`src/inc/cdu_defs.vh`:
```
// Register map, field positions, reset values and mode codes of the current DAC control block
`ifndef CDU_DEFS_VH
`define CDU_DEFS_VH

// Number of converters and word widths
`define CDU_NUM_DAC        2
`define CDU_WORD_W         10
`define CDU_NUM_TIMER      4

// Register byte offsets inside one converter's window
`define CDU_OFS_CTRL       8'h00
`define CDU_OFS_LOW        8'h04
`define CDU_OFS_HIGH       8'h08
`define CDU_OFS_WORD       8'h0c

// Distance between the windows of converter zero and converter one
`define CDU_DAC_STRIDE     8'h10

// Control register fields
`define CDU_CTRL_EN_BIT    7
`define CDU_CTRL_MODE_HI   6
`define CDU_CTRL_MODE_LO   4
`define CDU_CTRL_RST       8'h70

// Low data byte: the two least significant word bits sit at the top
`define CDU_LOW_LSB_HI     7
`define CDU_LOW_LSB_LO     6
`define CDU_LOW_RST        8'h00
`define CDU_HIGH_RST       8'h00
`define CDU_WORD_RST       10'h000

// Update-mode codes
`define CDU_MODE_TMR0      3'h0
`define CDU_MODE_TMR1      3'h1
`define CDU_MODE_TMR2      3'h2
`define CDU_MODE_TMR3      3'h3
`define CDU_MODE_RISE      3'h4
`define CDU_MODE_FALL      3'h5
`define CDU_MODE_BOTH      3'h6
`define CDU_MODE_ONDEMAND  3'h7

`endif

```
`src/logic/cdu_trigger.v`:
```
// Update-trigger selector for one converter: timer overflow or pin edge
`timescale 1ns/1ps

`include "cdu_defs.vh"

module cdu_trigger (
    // Clock and reset
    input  wire       clk_i,
    input  wire       rst_i,
    // Selected update mode
    input  wire [2:0] mode_i,
    // Event sources
    input  wire [3:0] timer_ovf_i,
    input  wire       edge_pin_i,
    // One-cycle update request
    output reg        trig_o
);

    reg pin_prev_r;

    ////////////////////////////////////////////////////////////////////////////
    // Last pin level; inputs are synchronous, so no extra synchroniser here
    always @(posedge clk_i) begin
        if (rst_i) begin
            pin_prev_r <= 1'b0;
        end else begin
            pin_prev_r <= edge_pin_i;
        end
    end

    ////////////////////////////////////////////////////////////////////////////
    // Event decode; on-demand mode never fires here, the bus write does it
    always @* begin
        case (mode_i)
            `CDU_MODE_TMR0: trig_o = timer_ovf_i[0];
            `CDU_MODE_TMR1: trig_o = timer_ovf_i[1];
            `CDU_MODE_TMR2: trig_o = timer_ovf_i[2];
            `CDU_MODE_TMR3: trig_o = timer_ovf_i[3];
            `CDU_MODE_RISE: trig_o = edge_pin_i & ~pin_prev_r;
            `CDU_MODE_FALL: trig_o = ~edge_pin_i & pin_prev_r;
            `CDU_MODE_BOTH: trig_o = edge_pin_i ^ pin_prev_r;
            default:        trig_o = 1'b0;
        endcase
    end

endmodule // cdu_trigger

```
`src/logic/cdu_top.v`:
```
// Wishbone-controlled update scheduling and pin hand-over for two 10-bit current DACs
//
// Local design decisions: the register offsets and the Wishbone register port.
`timescale 1ns/1ps

`include "cdu_defs.vh"

module cdu_top (
    // Clock and reset
    input  wire        clk_i,
    input  wire        rst_i,
    // Wishbone classic slave
    input  wire        cyc_i,
    input  wire        stb_i,
    input  wire        we_i,
    input  wire [7:0]  adr_i,
    input  wire [3:0]  sel_i,
    input  wire [31:0] dat_i,
    output wire [31:0] dat_o,
    output wire        ack_o,
    // Update event sources
    input  wire [3:0]  timer_ovf_i,
    input  wire [1:0]  update_pin_i,
    // GPIO requests from the port logic, one bit per DAC pin
    input  wire [1:0]  gpio_out_i,
    input  wire [1:0]  gpio_oe_i,
    input  wire [1:0]  gpio_pullup_i,
    // Pin controls towards the pads
    output wire [1:0]  pin_out_o,
    output wire [1:0]  pin_oe_o,
    output wire [1:0]  pin_pullup_o,
    output wire [1:0]  dac_connect_o,
    // Converter side
    output wire        bias_en_o,
    output wire [9:0]  dac0_word_o,
    output wire [9:0]  dac1_word_o
);

    // Bus slave states, one-hot
    localparam [1:0] ST_IDLE = 2'b01;
    localparam [1:0] ST_ACK  = 2'b10;

    // Loop indices, one per clocked process so neither drives the other's
    integer i;
    integer j;

    // Bus slave
    reg  [1:0]  state_r;
    reg  [1:0]  state_nxt;
    reg  [31:0] rdata_r;
    reg  [31:0] rdata_nxt;
    wire        req_w;
    wire        wr_fire_w;

    // Per-converter storage, indexed by converter number
    reg  [7:0]  dac_control_register [0:1];
    reg  [7:0]  dac_data_low_byte    [0:1];
    reg  [7:0]  dac_data_high_byte   [0:1];
    reg  [9:0]  word_r               [0:1];

    // Per-converter decoded views
    wire [1:0]  en_w;
    wire [2:0]  mode_w [0:1];
    wire [1:0]  trig_w;
    wire [1:0]  wr_ctrl_w;
    wire [1:0]  wr_low_w;
    wire [1:0]  wr_high_w;
    wire [1:0]  ondemand_w;

    ////////////////////////////////////////////////////////////////////////////
    // Register map: each converter owns a window of four byte registers.
    //   base + 0x00  control: bit 7 enable, bits 6:4 update mode, bits 3:0 read 0
    //   base + 0x04  low data byte: bits 7:6 are word bits 1:0, all eight are kept
    //   base + 0x08  high data byte: word bits 9:2
    //   base + 0x0c  converter word, read only; a write there is acked and dropped
    // Converter zero sits at base 0x00 and converter one at base 0x10. Unmapped
    // offsets ack with zero, so a stray access never hangs the bus.
    //
    // Bus timing: a request is taken while the slave is idle, ack follows one
    // cycle later and stands for one cycle, and the master drops its strobe for
    // at least one cycle before the next request; an access takes three cycles.
    // Read data is captured when the request is taken and stands with ack.
    //
    // Only byte lane zero carries write data; a write with that lane off is acked but
    // changes nothing, so a wider master cannot scribble on a register.
    //
    // Update modes 0 to 3 follow one timer overflow each, 4 to 6 a rising,
    // falling or any edge of the converter's own update pin, and 7 the high-byte
    // write. Commits go on while a converter is disabled, so software can preload
    // a level before it hands the pin over to the converter.
    //
    // Hazard: a byte write and a trigger on one edge commit the old staged word;
    // the new byte waits for the next trigger. Software that must not lose a
    // sample stages its bytes well away from the trigger event.
    //
    // Pins: an enabled converter takes its pin's driver and pull-up away and is
    // wired to the pad; keeping digital functions off that pin is software's
    // job. One bias generator serves both converters while either is enabled.
    //
    // Reset: both converters come up disabled and on-demand with zero words, so
    // every pin starts as plain GPIO and the bias generator is off. The edge
    // detectors start from a low level; that is harmless because the first bus
    // write that can pick an edge mode lands after they have taken the pin level.

    ////////////////////////////////////////////////////////////////////////////
    // Converter word from a high byte and the top two bits of a low byte; both
    // commit paths use it so the word layout lives in one place
    function [9:0] assemble_word;
        input [7:0] high;
        input [7:0] low;
        begin
            assemble_word = {high, low[`CDU_LOW_LSB_HI:`CDU_LOW_LSB_LO]};
        end
    endfunction

    ////////////////////////////////////////////////////////////////////////////
    // Address decode shared by the write strobes and the read mux
    function hit;
        input [7:0] adr;
        input       dac;
        input [7:0] ofs;
        begin
            hit = (adr == ((dac ? `CDU_DAC_STRIDE : 8'h00) + ofs));
        end
    endfunction

    // Word read back from a converter's window, zero for unmapped offsets
    function [31:0] read_dac;
        input [7:0] adr;
        input       dac;
        input [7:0] ctrl;
        input [7:0] low;
        input [7:0] high;
        input [9:0] word;
        begin
            if (hit(adr, dac, `CDU_OFS_CTRL)) begin
                read_dac = {24'h000000, ctrl};
            end else if (hit(adr, dac, `CDU_OFS_LOW)) begin
                read_dac = {24'h000000, low};
            end else if (hit(adr, dac, `CDU_OFS_HIGH)) begin
                read_dac = {24'h000000, high};
            end else if (hit(adr, dac, `CDU_OFS_WORD)) begin
                read_dac = {22'h00000, word};
            end else begin
                read_dac = 32'h00000000;
            end
        end
    endfunction

    ////////////////////////////////////////////////////////////////////////////
    // Bus handshake: a request is answered one cycle after it appears, and a
    // write lands on the edge at which the master samples ack high, so a
    // master that drops the request early never commits half a write.
    assign req_w     = cyc_i & stb_i;
    assign wr_fire_w = req_w & we_i & state_r[1] & sel_i[0];
    assign ack_o     = state_r[1];
    assign dat_o     = rdata_r;

    // Next state and read capture. The read mux ORs both windows; they never
    // overlap, so at most one side is non-zero for any address.
    always @* begin
        state_nxt = state_r;
        rdata_nxt = rdata_r;
        case (state_r)
            ST_IDLE: begin
                if (req_w) begin
                    state_nxt = ST_ACK;
                    rdata_nxt = read_dac(adr_i, 1'b0, dac_control_register[0],
                                         dac_data_low_byte[0], dac_data_high_byte[0],
                                         word_r[0])
                              | read_dac(adr_i, 1'b1, dac_control_register[1],
                                         dac_data_low_byte[1], dac_data_high_byte[1],
                                         word_r[1]);
                end
            end
            ST_ACK: begin
                // Ack stands one cycle; the master releases after seeing it
                state_nxt = ST_IDLE;
            end
            default: begin
                state_nxt = ST_IDLE;
            end
        endcase
    end

    // Bus slave registers
    always @(posedge clk_i) begin
        if (rst_i) begin
            state_r <= ST_IDLE;
            rdata_r <= 32'h00000000;
        end else begin
            state_r <= state_nxt;
            rdata_r <= rdata_nxt;
        end
    end

    ////////////////////////////////////////////////////////////////////////////
    // Per-converter strobes, trigger selectors and views
    genvar g;
    generate
        for (g = 0; g < `CDU_NUM_DAC; g = g + 1) begin : g_dac
            // Byte-lane zero carries every register write of this block; writes to the
            // read-only word offset match no strobe and fall away
            assign wr_ctrl_w[g] = wr_fire_w & hit(adr_i, (g != 0), `CDU_OFS_CTRL);
            assign wr_low_w[g]  = wr_fire_w & hit(adr_i, (g != 0), `CDU_OFS_LOW);
            assign wr_high_w[g] = wr_fire_w & hit(adr_i, (g != 0), `CDU_OFS_HIGH);

            assign en_w[g]   = dac_control_register[g][`CDU_CTRL_EN_BIT];
            assign mode_w[g] = dac_control_register[g][`CDU_CTRL_MODE_HI:`CDU_CTRL_MODE_LO];

            // Mode 7 leaves the trigger selector idle; the bus write commits instead
            assign ondemand_w[g] = (mode_w[g] == `CDU_MODE_ONDEMAND);

            // Timer and pin-edge events for this converter; both converters share
            // the four timer overflows
            cdu_trigger u_trig (
                .clk_i       (clk_i),
                .rst_i       (rst_i),
                .mode_i      (mode_w[g]),
                .timer_ovf_i (timer_ovf_i),
                .edge_pin_i  (update_pin_i[g]),
                .trig_o      (trig_w[g])
            );

            // Pin hand-over: enable takes the driver and pull-up away. The output
            // level still follows the port logic, harmless while its driver is off.
            assign pin_out_o[g]     = gpio_out_i[g];
            assign pin_oe_o[g]      = en_w[g] ? 1'b0 : gpio_oe_i[g];
            assign pin_pullup_o[g]  = en_w[g] ? 1'b0 : gpio_pullup_i[g];
            assign dac_connect_o[g] = en_w[g];
        end
    endgenerate

    // One shared bias generator serves both converters
    assign bias_en_o = |en_w;

    ////////////////////////////////////////////////////////////////////////////
    // Control and staged data bytes. The low byte keeps all eight bits so
    // software reads back what it wrote, though only bits 7:6 reach the word.
    always @(posedge clk_i) begin
        if (rst_i) begin
            for (i = 0; i < `CDU_NUM_DAC; i = i + 1) begin
                dac_control_register[i] <= `CDU_CTRL_RST;
                dac_data_low_byte[i]    <= `CDU_LOW_RST;
                dac_data_high_byte[i]   <= `CDU_HIGH_RST;
            end
        end else begin
            for (i = 0; i < `CDU_NUM_DAC; i = i + 1) begin
                // Only enable and mode are stored; the low nibble reads zero
                if (wr_ctrl_w[i]) begin
                    dac_control_register[i] <= {dat_i[7:4], 4'h0};
                end
                // Byte writes stage; the output moves on its own event, or on the high write in on-demand mode
                if (wr_low_w[i]) begin
                    dac_data_low_byte[i] <= dat_i[7:0];
                end
                if (wr_high_w[i]) begin
                    dac_data_high_byte[i] <= dat_i[7:0];
                end
            end
        end
    end

    ////////////////////////////////////////////////////////////////////////////
    // Converter word: on-demand takes the fresh high byte with the staged low
    // bits in the same edge; other modes commit both staged bytes on the
    // selected event. A high write in the trigger's cycle stages for the next.
    always @(posedge clk_i) begin
        if (rst_i) begin
            for (j = 0; j < `CDU_NUM_DAC; j = j + 1) begin
                word_r[j] <= `CDU_WORD_RST;
            end
        end else begin
            for (j = 0; j < `CDU_NUM_DAC; j = j + 1) begin
                if (ondemand_w[j]) begin
                    if (wr_high_w[j]) begin
                        word_r[j] <= assemble_word(dat_i[7:0], dac_data_low_byte[j]);
                    end
                end else if (trig_w[j]) begin
                    word_r[j] <= assemble_word(dac_data_high_byte[j],
                                               dac_data_low_byte[j]);
                end
            end
        end
    end

    // Converter data straight from the word flip-flops
    assign dac0_word_o = word_r[0];
    assign dac1_word_o = word_r[1];

endmodule // cdu_top

```
`config.mk`:
```
export PLATFORM = sky130hd
export DESIGN_NAME = cdu_top
export DESIGN_NICKNAME = d
export VERILOG_FILES = /design/src/logic/cdu_trigger.v /design/src/logic/cdu_top.v
export VERILOG_INCLUDE_DIRS = /design/src /design/src/inc
export SDC_FILE = /design/constraint.sdc
export NUM_CORES = 1
export LEC_CHECK = 0
export BUFFER_PORTS_ARGS = -buffer_cell sky130_fd_sc_hd__buf_2
export CORE_ASPECT_RATIO = 0.7
export CORE_MARGIN = 2
export CORE_UTILIZATION = 51
export CTS_CLUSTER_DIAMETER = 50
export DETAILED_ROUTE_END_ITERATION = 10
export HOLD_SLACK_MARGIN = 0.06
export PLACE_DENSITY = 0.8
export SLEW_MARGIN = 0
export SYNTH_ARGS = -nofsm -noshare
export SYNTH_HDL_FRONTEND = slang
export SYNTH_SLANG_ARGS = --single-unit
```
`constraint.sdc`:
```
create_clock -name clk_i -period 3.9 [get_ports clk_i]
set_clock_uncertainty 0.15 [all_clocks]
set_input_delay 0.39 -clock clk_i [delete_from_list [all_inputs] [get_ports clk_i]]
set_output_delay 0.39 -clock clk_i [all_outputs]
set_load 0.01 [all_outputs]
```
# ---- After elaboration in Yosys (flattened, before gate mapping)
# Memories as Yosys holds them, arrays and structs flattened.
# Index checks and enable logic that the tools add are counted.
dict set report classes {
  n_eq_ne 22
  mux 62
  n_bitwise 32
  reduce_logical 6
}
# cell n
set op_table {}
lappend op_table {{$mux 32} 4}
lappend op_table {{$mux 10} 12}
lappend op_table {{$mux 1} 38}
lappend op_table {{$eq 8x5->1 const B} 4}
lappend op_table {{$mux 8} 4}
lappend op_table {{$or 32x32->32} 1}
lappend op_table {{$eq 3x3->1 const B} 8}
lappend op_table {{$eq 8x4->1 const B} 2}
lappend op_table {{$and 1x1->1} 14}
lappend op_table {{$pmux 1 s7} 2}
lappend op_table {{$eq 3x2->1 const B} 4}
lappend op_table {{$or 1x1->1} 10}
lappend op_table {{$eq 8x3->1 const B} 1}
lappend op_table {{$logic_not 8->1} 1}
lappend op_table {{$mux 4} 2}
lappend op_table {{$eq 3x1->1 const B} 2}
lappend op_table {{$logic_not 3->1} 2}
lappend op_table {{$not 1->1} 5}
lappend op_table {{$reduce_or 2->1} 2}
lappend op_table {{$eq 2x1->1 const B} 1}
lappend op_table {{$reduce_and 2->1} 1}
lappend op_table {{$xor 1x1->1} 2}
dict set report word_totals {
  register_bits 36
  mem_bits_rw 60
  inputBits 61
  out_inout_bits 62
  mem_count 4
}
# memory words width read_ports rd_ports_with_merged_regs write_ports line_no
set memory_table {}
lappend memory_table {word_r 2 10 2 0 2 cdu_top.v:59} ;# reg [9:0] word_r [0:1];
lappend memory_table {dac_data_high_byte 2 8 2 0 2 cdu_top.v:58} ;# reg [7:0] dac_data_high_byte [0:1];
lappend memory_table {dac_data_low_byte 2 8 2 0 2 cdu_top.v:57} ;# reg [7:0] dac_data_low_byte [0:1];
lappend memory_table {dac_control_register 2 4 2 0 2 cdu_top.v:56} ;# reg [7:0] dac_control_register [0:1];

# ---- Logic depth before layout (Yosys ltp)
# Gate-level depths: netlist of the first run.
dict set report depth {
  word_depth 11
  ltp_mapped 8
  mapped_depth_nobuf 7
}

# ---- Cells and area by module
# Synthesis of the first run repeated with hierarchy kept, for this count alone.
dict set report hier_totals {
  cells_unflattened 384
  hier_area_um2 4177.8
}
# module n_inst cells_per_inst area_each_um2
set modules_own_cells {}
lappend modules_own_cells {cdu_top 1 350 3927.5}
lappend modules_own_cells {cdu_trigger 2 17 125.1}

# ---- Worst setup path after synthesis of the first run
# No wires, ideal clock.
dict set report synth_path {
  path_type {input-to-reg}
  from {input adr_i[2]}
  to {memory word_r[1][0], enable pin}
  setup_time_ps 415
  t_arrival_ps 2375
  slack_ps 960
  stages 3
  n_path_buf 1
  path_cell_list {buf_6 > or4b_4 > o311ai_0}
}
# item line_no
set synth_rtl {}
lappend synth_rtl {{start, declared} cdu_top.v:16} ;# input wire [7:0] adr_i,
lappend synth_rtl {{end, declared} cdu_top.v:59}

==> key figures, run 1 <==
Drt
  – WL/cell: 19.2 um
  – Initial drt markers: 297
  – Drt drc: 0
  – Via count: 2980
  – Post-Route WL: 9.76 mm
  – DRT Pass-1 Iters: 5
  – Detail Route Antenna Nets: 0
  – Avg Vias per Cell: 5.88

Worst setup path
  – CP Capture Type: register
  – Slowest CP cell: mux4_2
  – CP Class: reg2reg
  – Critical path's top delay family: compound AO/OA/AOI/OAI gates
  – CP Data Arrival Time: 2.62 ns
  – Setup crit start: dac_control_register[0][0]
  – Crit-path max cell delay: 0.54 ns
  – Critical path startpoint category: register
  – CP Depth: 7
  – Top cell by count, worst path: buf_4
  – Reg2reg start: dac_control_register[0][0]
  – CP required: 3.87 ns
  – WP buf/inv: 2
  – Crit path cell chain: mux4_2, nor2_1, a311oi_2, buf_4, a21oi_2, buf_4, o21ai_2
  – R2R depth: 7
  – Worst Path Max Fanout: 11

STA
  – Final setup vio count: 0
  – Final setup TNS: 0 ns
  – Tightest Pin Transition: 0.953 ns
  – Final Hold Vio Count: 0
  – Post-layout min period: 2.66 ns
  – Slew Limit Fails: 0
  – Highest Clock Rate: 0.377 GHz
  – Worst relative slew slack: 36.3%
  – Period utilization: 68.1%
  – RSZ-0062 raised after global routing: no

Global route
  – Initial antenna violation count: 0
  – Aggregate global-route resource usage: 24.3%
  – Largest net degree at the start of global routing: 27
  – Vias in the first global route: 2749
  – Global-route wire length before repair: 14.6 mm
  – GRT overflow: 0

Worst hold path
  – Min-delay src: update_pin_i[1]
  – Worst Hold Depth: 3
  – HP Class: in2reg

Logic synthesis
  – Number of synthesized flops with an enable pin: 60
  – Post-Syn Area: 3790 um^2
  – Warnings from Yosys: 0
  – Sequential area share after synthesis: 54.9%
  – Async SR Flop Fraction: 0%
  – Instance count of the mapped netlist: 333
  – Netlist cell types: 49
  – Main flop type after synthesis: edfxtp_1
  – Syn_area_per_cell: 11.4 um^2
  – Register bit total from synthesis: 74

Clock network
  – Max clock buf depth: 2
  – CTS buffer count: 9
  – CTS tree: built
  – Cts repair resizes: 0
  – Setup bufs post-CTS: 0
  – CTS root buf: clkbuf_8
  – Clock transition at the registers of the reported paths: 0.07 ns
  – Clock Latency Late Sink: 0.36 ns
  – CTS H-tree lvls: 3
  – CTS Hold Buffers Added: 0
  – # clock sinks: 74

Die
  – Placeable Area: 7250 um^2
  – FP Rows: 26
  – Die ar.: 8160 um^2
  – IO Count: 123
  – Die height: 76.2 um
  – Initial core utilization: 52.3%
  – Die width: 107 um

Power
  – Pwr/cell area: 384 nW/um^2
  – Lkg Pwr: 1.78 nW
  – Peak ir drop on the vdd network: 263 uV

Place
  – RD Place Congestion: 0.967
  – Number of I/O port buffers: 69
  – Post-DP HPWL: 7.07 mm

Layout
  – Final Net Count: 469
  – Share of layout cells above drive strength 1: 31.5%
  – Syn-to-layout area delta: 14.6%
  – Antenna fix cells: 0
  – Fillcell total: 588
  – Layout Utilization: 60.0%

Run status
  – Status: finished clean

Flow run
  – Max_cap viols: 0
==> worst paths after layout <==
check                               endpoint  slack, ns
hold reg to reg                     dat_o[9]       0.31
setup / recovery                word_r[1][8]       1.24
setup reg to reg                word_r[1][8]       1.24
hold / removal    g_dac[1].u_trig.pin_prev_r       0.13
==> cell families (layout without fill, tap and decap cells) <==
logic type                 after synthesis  after routing  synth area share (%)
and+or+nand+nor                        118            118                  16.6
DFF                                     74             74                  54.9
AOI/OAI and AO/OA                       70             70                  13.5
buffers and inverters                   49            104                  8.14
muxes                                   17             17                  5.47
adders and majority gates                4              4                  1.32
other                                    1             22                0.0988
==> worst reg2reg max path, delay by kind of cell (launching register included) <==
family	cells	cell delay (ns)
compound gates	3	0.61
mux	1	0.54
buf+inv	2	0.50
flops	1	0.49
simple gates	1	0.14
==> power by group <==
part,total [mW],leakage (nW),internal [mW],switching (mW)
Clock,0.606,0.111,0.321,0.285
Sequential,0.896,0.720,0.879,0.0175
Combinational,0.168,0.953,0.0607,0.108
Total,1.67,1.78,1.26,0.410
==> cell type report <==
type                    count  area (um^2)  area share, %
clock buffers              13          190           4.37
clock inverters             3         18.8          0.431
inverters                   9         33.8          0.777
multi-input cells         231         1480           34.1
flip-flops and latches     74         2080           47.9
well taps                  98          123           2.82
repair buffers             79          420           9.66
==> routing by layer <==
metal	GRT usage [%]	wire length [um]
met5	0	0
met3	6.42	1260
met1	35.5	4060
met2	34.7	4250
met4	8.83	181
==> stage by stage <==
stage / hold slack [ns] / area [um^2] / power [mW] / std cells / worst slack, ns
final: 0.133 / 4350 / 1.67 / 507 / 1.24
after global routing: 0.149 / 4350 / 1.72 / 507 / 1.13
after CTS: 0.114 / 4350 / 1.68 / 507 / 1.25
after detailed placement: 0.305 / 4140 / 1.08 / 491 / 1.21
after global placement: 0.289 / 4140 / 1.07 / 491 / 1.29
after floorplan: 0.326 / 3870 / 1.02 / 354 / 0.960
==> synth_stat cells, types with 2 or more instances <==
cell,number,area share [%]
a21oi_1,15,2.0
dfxtp_1,14,7.4
mux2i_1,5,1.3
buf_4,27,5.3
inv_1,9,0.89
o21ai_0,11,1.5
a22oi_1,8,1.6
mux2_2,10,3.0
nand2b_1,4,0.66
edfxtp_1,60,47
a21boi_2,2,0.59
buf_6,3,0.89
nor2b_1,6,0.99
nor3_1,9,1.2
nor4_1,5,0.82
o221ai_1,9,2.1
a22o_1,8,1.8
o31ai_1,2,0.40
mux4_2,2,1.2
o21ai_2,8,1.8
ha_1,4,1.3
nor2_1,22,2.2
or2_2,4,0.66
nand3b_1,2,0.40
nand3_1,8,1.1
nand2_1,29,2.9
buf_1,3,0.30
nand4_1,2,0.33
and2_1,16,2.6
or3_1,2,0.33
clkbuf_1,6,0.59
==> layout by cell type, fill, tap and decap left out, types with 4 or more instances in the layout <==
cell | netlist | routed
a22o_1 | 8 | 8
mux2i_1 | 5 | 5
o221ai_1 | 9 | 9
nand2b_1 | 4 | 4
clkbuf_8 | 0 | 12
nor3_1 | 9 | 9
inv_1 | 9 | 9
a22oi_1 | 8 | 8
nor4_1 | 5 | 5
and2_1 | 16 | 16
ha_1 | 4 | 4
o21ai_2 | 8 | 8
buf_4 | 27 | 10
nand3_1 | 8 | 8
nor2b_1 | 6 | 6
a21oi_1 | 15 | 15
nand2_1 | 29 | 29
mux2_2 | 10 | 10
or2_2 | 4 | 4
o21ai_0 | 11 | 11
edfxtp_1 | 60 | 60
dfxtp_1 | 14 | 14
conb_1 | 1 | 22
nor2_1 | 22 | 22
buf_2 | 1 | 69
==> state kept, by name, indices dropped and copies added (netlist names) <==
register,flops
dac_control_register,8
dac_data_high_byte,16
dac_data_low_byte,16
dat_o,10
g_dac.u_trig.pin_prev_r,2
state_r,2
word_r,20
Note: power is estimated with default switching activity, not from simulation.
==> run 2, diff against run 1 <==
--- a/config.mk
+++ b/config.mk
@@ -9,11 +9,11 @@
 export BUFFER_PORTS_ARGS = -buffer_cell sky130_fd_sc_hd__buf_2
 export CORE_ASPECT_RATIO = 0.7
 export CORE_MARGIN = 2
-export CORE_UTILIZATION = 51
+export CORE_UTILIZATION = 46
 export CTS_CLUSTER_DIAMETER = 50
 export DETAILED_ROUTE_END_ITERATION = 10
 export HOLD_SLACK_MARGIN = 0.06
-export PLACE_DENSITY = 0.8
+export PLACE_DENSITY = 0.76
 export SLEW_MARGIN = 0
 export SYNTH_ARGS = -nofsm -noshare
 export SYNTH_HDL_FRONTEND = slang
==> constraint.sdc (replaced) <==
create_clock -name clk_i -period 2.4 [get_ports clk_i]
set_clock_uncertainty 0.15 [all_clocks]
set_input_delay 0.24 -clock clk_i [delete_from_list [all_inputs] [get_ports clk_i]]
set_output_delay 0.24 -clock clk_i [all_outputs]
set_load 0.01 [all_outputs]
==> run 2 against run 1 <==
Against the previous run: cell area increased by 5.1%; non-clock buffer count is 16 higher; cell count rose by 3.7%; largest cell class unchanged; combinational power up 73%; register-to-register slack got worse by 1.1 ns; first-iteration DRC count down 7.1%; total power up 85%; wire length grew 5.8%; critical path type unchanged; utilization shrank 2.4 points; clock-buffer cell count down 3; die area increased by 10%; critical path depth unchanged.
==> key figures, run 2 (synthesis gave the netlist of run 1 again) <==
Run status
  – Status: finished clean

Die
  – Initial core utilization: 47.8%
  – Die width: 113 um
  – Placeable Area: 7940 um^2
  – FP Rows: 27
  – IO Count: 123
  – Die ar.: 9000 um^2
  – Die height: 80.0 um

Global route
  – Vias in the first global route: 2750
  – GRT overflow: 0
  – Initial antenna violation count: 0
  – Aggregate global-route resource usage: 23.7%
  – Global route hottest layer: met1
  – Global-route wire length before repair: 15.6 mm
  – Largest net degree at the start of global routing: 26
  – GR Util met2: 34.1%
  – Grt met3 use: 5.62%
  – Met1 Use GR: 35.4%

STA
  – Worst relative slew slack: 61.0%
  – Highest Clock Rate: 0.438 GHz
  – Final setup TNS: 0 ns
  – Period utilization: 95.1%
  – Final Hold Vio Count: 0
  – Hold Worst Slack: 0.0915 ns
  – RSZ-0062 raised after global routing: no
  – Final setup vio count: 0
  – Slew Limit Fails: 0
  – Tightest Pin Transition: 0.580 ns
  – Post-layout min period: 2.28 ns

Drt
  – Via count: 3043
  – WL/cell: 19.6 um
  – Detail Route Antenna Nets: 0
  – Post-Route WL: 10.3 mm
  – Drt drc: 0
  – Initial drt markers: 276
  – DRT Pass-1 Iters: 5
  – Avg Vias per Cell: 5.79

Worst setup path
  – CP Data Arrival Time: 2.22 ns
  – Worst Path Max Fanout: 11
  – Crit-path max cell delay: 0.53 ns
  – WP buf/inv: 2
  – CP Class: reg2reg
  – R2R depth: 7
  – R2R setup slack: 0.12 ns
  – Slowest CP cell: mux4_2
  – Critical path's top delay family: multiplexers
  – Critical path startpoint category: register
  – Reg2reg start: dac_control_register[0][0]
  – CP Capture Type: register
  – FF-to-FF End: word_r[1][7]
  – Crit path cell chain: mux4_2, nor2_1, a311oi_2, buf_4, a21oi_2, buf_4, o21ai_2
  – Top cell by count, worst path: buf_4
  – CP required: 2.34 ns

Layout
  – Antenna fix cells: 0
  – Reg area: 2080 um^2
  – Finished Cell Area: 4570 um^2
  – Share of layout cells above drive strength 1: 33.4%
  – Most common cell after layout, fill and taps aside: buf_2
  – Fillcell total: 701
  – Final Net Count: 485
  – Biggest register: word_r
  – Multi-input combinational cell area: 1490 um^2
  – Most frequent cells in the layout: buf_2, edfxtp_1, nand2_1
  – Fin cells: 526
  – Top Registers: word_r (20), dac_data_high_byte (16), dac_data_low_byte (16)
  – Max FFs per register: 20
  – Syn-to-layout area delta: 20.5%

Clock network
  – # clock sinks: 74
  – Setup bufs post-CTS: 0
  – CTS tree: built
  – CTS root buf: clkbuf_16
  – CTS H-tree lvls: 3
  – CTS buffer count: 9
  – Clock Latency Late Sink: 0.34 ns
  – Clock transition at the registers of the reported paths: 0.06 ns
  – Max clock buf depth: 2

Power
  – Clk network pwr share: 43.4%
  – Sequential Power Share: 47.2%
  – P_sw: 0.746 mW
  – Internal: 2.35 mW
  – Pwr/cell area: 676 nW/um^2
  – Peak ir drop on the vdd network: 338 uV
  – Comb power frac: 9.4%
  – Total chip power: 3.09 mW
  – Sw frac: 24.1%
  – Lkg Pwr: 1.89 nW

Worst hold path
  – WHS Endpoint: word_r[0][5]
  – HP Class: in2reg
  – Worst Hold Depth: 2
  – Min-delay src: dat_i[3]

Flow run
  – Max_cap viols: 0

Place
  – Number of placed instances, taps included: 508
  – Number of I/O port buffers: 69
  – RD Place Congestion: 0.938
  – Area of placed instances: 4250 um^2
  – Post-DP HPWL: 7.60 mm
[run 2: how the worst max path moves through the flow]
stage / start / end / slack (ns) / cells past startpoint
final: dac_control_register[0][0] / word_r[1][7] / 0.12 / 7
after global routing: dac_control_register[0][0] / word_r[0][6] / 0.0004 / 7
after CTS: update_pin_i[1] / word_r[1][0] / 0.14 / 9
after detailed placement: adr_i[1] / dac_data_high_byte[0][4] / 0.13 / 4
after global placement: update_pin_i[0] / word_r[0][4] / 0.14 / 10
after floorplan: adr_i[2] / word_r[1][0] / 0.04 / 3
[run 2: metal layers]
metal | routed length, um | share of wire, %
met1 | 4660 | 45
met2 | 4410 | 43
met3 | 1130 | 11
met4 | 124 | 1.2
met5 | 0 | 0
[run 2: repair_timing]
item,CTS,global route
hold endpoints to repair,2,0
hold buffers,2,0
endpoints found under the setup margin,0,4
resized for setup,0,1
[run 2: layout make-up]
type / count / area share (%)
clock buffers: 10 / 5.01
well taps: 101 / 2.76
clock inverters: 6 / 1.45
inverters: 9 / 0.739
repair buffers: 95 / 11.9
multi-input cells: 231 / 32.6
flip-flops and latches: 74 / 45.5
[run 2: per-stage QoR]
stage	setup slack [ns]	util [%]
after floorplan	0.0425	-
after global placement	0.143	53.5
after detailed placement	0.128	53.5
after CTS	0.138	57.5
after global routing	0.000360	57.6
final	0.119	57.6
[run 2: worst register-to-register path, delay by kind of cell, from the launching register on]
family | cells | cell delay (ns)
AO/OA/AOI/OAI | 3 | 0.32
multiplexers | 1 | 0.53
buffers and inverters | 2 | 0.43
AND/OR/NAND/NOR | 1 | 0.13
flip-flops | 1 | 0.48
[run 2: power groups by stage]
stage                     clock (mW)  sequential [mW]  combinational (mW)
after CTS                       1.36             1.46               0.286
after global routing            1.42             1.46               0.313
final                           1.34             1.46               0.291
after detailed placement           0             1.48               0.282
after global placement             0             1.48               0.275
after floorplan                    0             1.49               0.177
==> run 3, diff against run 2 <==
--- a/config.mk
+++ b/config.mk
@@ -6,14 +6,14 @@
 export SDC_FILE = /design/constraint.sdc
 export NUM_CORES = 1
 export LEC_CHECK = 0
+export ABC_AREA = 1
 export BUFFER_PORTS_ARGS = -buffer_cell sky130_fd_sc_hd__buf_2
 export CORE_ASPECT_RATIO = 0.7
 export CORE_MARGIN = 2
-export CORE_UTILIZATION = 46
+export CORE_UTILIZATION = 35
 export CTS_CLUSTER_DIAMETER = 50
 export DETAILED_ROUTE_END_ITERATION = 10
 export HOLD_SLACK_MARGIN = 0.06
-export PLACE_DENSITY = 0.76
 export SLEW_MARGIN = 0
 export SYNTH_ARGS = -nofsm -noshare
 export SYNTH_HDL_FRONTEND = slang
==> run 3 against run 2 <==
Against the previous run: clock power down 9.7%; wire length up 0.26%; die area up 36%; highest routed layer unchanged; global-route usage down 5.9 points; area after synthesis up 4.5%; sequential cell count unchanged; worst hold slack better by 0.054 ns; sequential power about the same; cell count up 33%.
==> key figures, run 3 <==
Global route
  – GRT overflow: 0
  – GR Util met2: 26.7%
  – Vias in the first global route: 3135
  – Global route hottest layer: met2
  – Initial antenna violation count: 0
  – Largest net degree at the start of global routing: 24
  – Met1 Use GR: 24.3%
  – Grt met3 use: 6.83%
  – Aggregate global-route resource usage: 17.8%
  – Global-route wire length before repair: 16.3 mm

Worst setup path
  – Critical path startpoint category: primary input
  – Top cell by count, worst path: inv_1
  – CP Data Arrival Time: 2.11 ns
  – Worst Path Max Fanout: 18
  – CP Capture Type: register
  – CP Class: in2reg
  – Crit path cell chain: dlygate4sd3_1, buf_2, inv_1, ha_1, inv_1, nand3_1, nand2_1, inv_1, nand2_1, nand3_4, nand3_1, buf_4
  – Crit-path max cell delay: 0.53 ns
  – CP required: 2.29 ns
  – Slowest CP cell: dlygate4sd3_1
  – WP buf/inv: 6
  – Critical path's top delay family: buffers and inverters

STA
  – Slew Limit Fails: 0
  – Tightest Pin Transition: 0.543 ns
  – Hold Worst Slack: 0.146 ns
  – Final setup TNS: 0 ns
  – Period utilization: 92.3%
  – RSZ-0062 raised after global routing: no
  – Worst relative slew slack: 63.5%
  – Final Hold Vio Count: 0
  – Final setup vio count: 0
  – Post-layout min period: 2.22 ns
  – Highest Clock Rate: 0.451 GHz

Layout
  – Final Net Count: 605
  – Most frequent cells in the layout: nand2_1, buf_2, edfxtp_1
  – Syn-to-layout area delta: 19.5%
  – Share of layout cells above drive strength 1: 22.8%
  – Antenna fix cells: 0
  – Most common cell after layout, fill and taps aside: nand2_1
  – Max FFs per register: 20
  – Fin cells: 698
  – Reg area: 2080 um^2
  – Top Registers: word_r (20), dac_data_high_byte (16), dac_data_low_byte (16)
  – Biggest register: word_r
  – Fillcell total: 1077
  – Multi-input combinational cell area: 1470 um^2

Die
  – Die height: 93.1 um
  – IO Count: 123
  – Initial core utilization: 36.0%
  – FP Rows: 32
  – Die ar.: 12200 um^2
  – Die width: 131 um
  – Placeable Area: 11000 um^2

Clock network
  – CTS buffer count: 9
  – CTS root buf: clkbuf_16
  – Clock Latency Late Sink: 0.34 ns
  – Clock transition at the registers of the reported paths: 0.05 ns
  – CTS H-tree lvls: 3
  – # clock sinks: 74
  – Max clock buf depth: 2
  – CTS tree: built

Logic synthesis
  – Most frequent cells after synthesis: nand2_1, edfxtp_1, nand3_1, inv_1, nor2_1
  – Number of synthesized flops with an enable pin: 60
  – Cell taking the most area after synthesis: edfxtp_1
  – Syn_area_per_cell: 8.66 um^2
  – Register bit total from synthesis: 74
  – Async SR Flop Fraction: 0%
  – Main area contributors after synthesis: edfxtp_1, nand2_1, dfxtp_1
  – Post-Syn Area: 3970 um^2
  – Warnings from Yosys: 0
  – Synth top area share: 45.4%
  – Main flop type after synthesis: edfxtp_1
  – Sequential area share after synthesis: 52.5%
  – Netlist cell types: 31
  – Instance count of the mapped netlist: 458
  – Most frequent cell after synthesis: nand2_1

Drt
  – Drt drc: 0
  – DRT Pass-1 Iters: 5
  – Detail Route Antenna Nets: 0
  – WL/cell: 14.8 um
  – Via count: 3336
  – Initial drt markers: 293
  – Post-Route WL: 10.4 mm
  – Avg Vias per Cell: 4.78

Power
  – Lkg Pwr: 2.30 nW
  – Sequential Power Share: 49.9%
  – P_sw: 0.684 mW
  – Clk network pwr share: 41.3%
  – Comb power frac: 8.7%
  – Total chip power: 2.93 mW
  – Sw frac: 23.4%
  – Peak ir drop on the vdd network: 309 uV
  – Pwr/cell area: 618 nW/um^2
  – Internal: 2.24 mW

Place
  – Post-DP HPWL: 8.03 mm
  – RD Place Congestion: 0.975
  – Number of placed instances, taps included: 675
  – Number of I/O port buffers: 69

Worst hold path
  – HP Class: in2reg

Flow run
  – Max_cap viols: 0

Run status
  – Status: finished clean
run 3: cell type report:
class                           instances  area share [%]
Multi-Input combinational cell        306            31.1
Timing Repair Buffer                   84            10.2
Inverter                               65            5.15
Tap cell                              153            4.04
Clock buffer                           13            5.28
Clock inverter                          3           0.317
Sequential cell                        74            43.9
run 3: repair_timing:
action,in CTS,in global routing
hold buffers,5,0
setup buffers,0,2
setup endpoints to repair,0,3
gates resized for setup,0,0
endpoints found under the hold margin,3,0
run 3: path summary, 6_finish.rpt:
path / startpoint / end / slack, ns / depth (start not counted)
worst max-delay path: update_pin_i[0] / word_r[0][4] / 0.18 / 12
worst min-delay path: dat_i[1] / word_r[0][3] / 0.15 / 5
worst max register to register: state_r[1] / word_r[1][4] / 0.43 / 6
worst min register to register: dat_o[8] / dat_o[8] / 0.35 / 2
run 3: stage by stage:
stage	util [%]	setup slack, ns	area [um^2]
after floorplan	-	0.439	4050
after global placement	39.9	0.304	4400
after detailed placement	39.9	0.273	4400
after CTS	42.8	0.0767	4710
after global routing	43.0	0.0693	4740
final	43.0	0.185	4740
run 3: kinds of logic after synthesis:
| family | Yosys count | share of synthesized area (%) |
|---|---|---|
| flip-flops | 74 | 52.5 |
| buffers and inverters | 99 | 12.4 |
| AND/OR/NAND/NOR | 246 | 29.4 |
| AO/OA/AOI/OAI | 34 | 4.41 |
| other | 1 | 0.0945 |
| adder cells (fa/ha/maj) | 4 | 1.26 |
run 3: layer usage:
layer	share of wire (%)	vias up
met4	1.1	0
met3	10	10
met2	42	149
li1	-	1605
met5	0	-
met1	47	1572
run 3: worst register-to-register path: cells and delay by family, from the launching register on:
kind	cells	cell delay [ns]
simple gates	6	1.11
flops	1	0.35
run 3: power groups by stage:
stage          Combinational (mW)  Sequential, mW  Clock (mW)
2_1_floorplan               0.156            1.49           0
3_3_place_gp                0.243            1.49           0
3_5_place_dp                0.247            1.49           0
4_1_cts                     0.254            1.46        1.23
5_1_grt                     0.284            1.47        1.29
6_report                    0.256            1.46        1.21
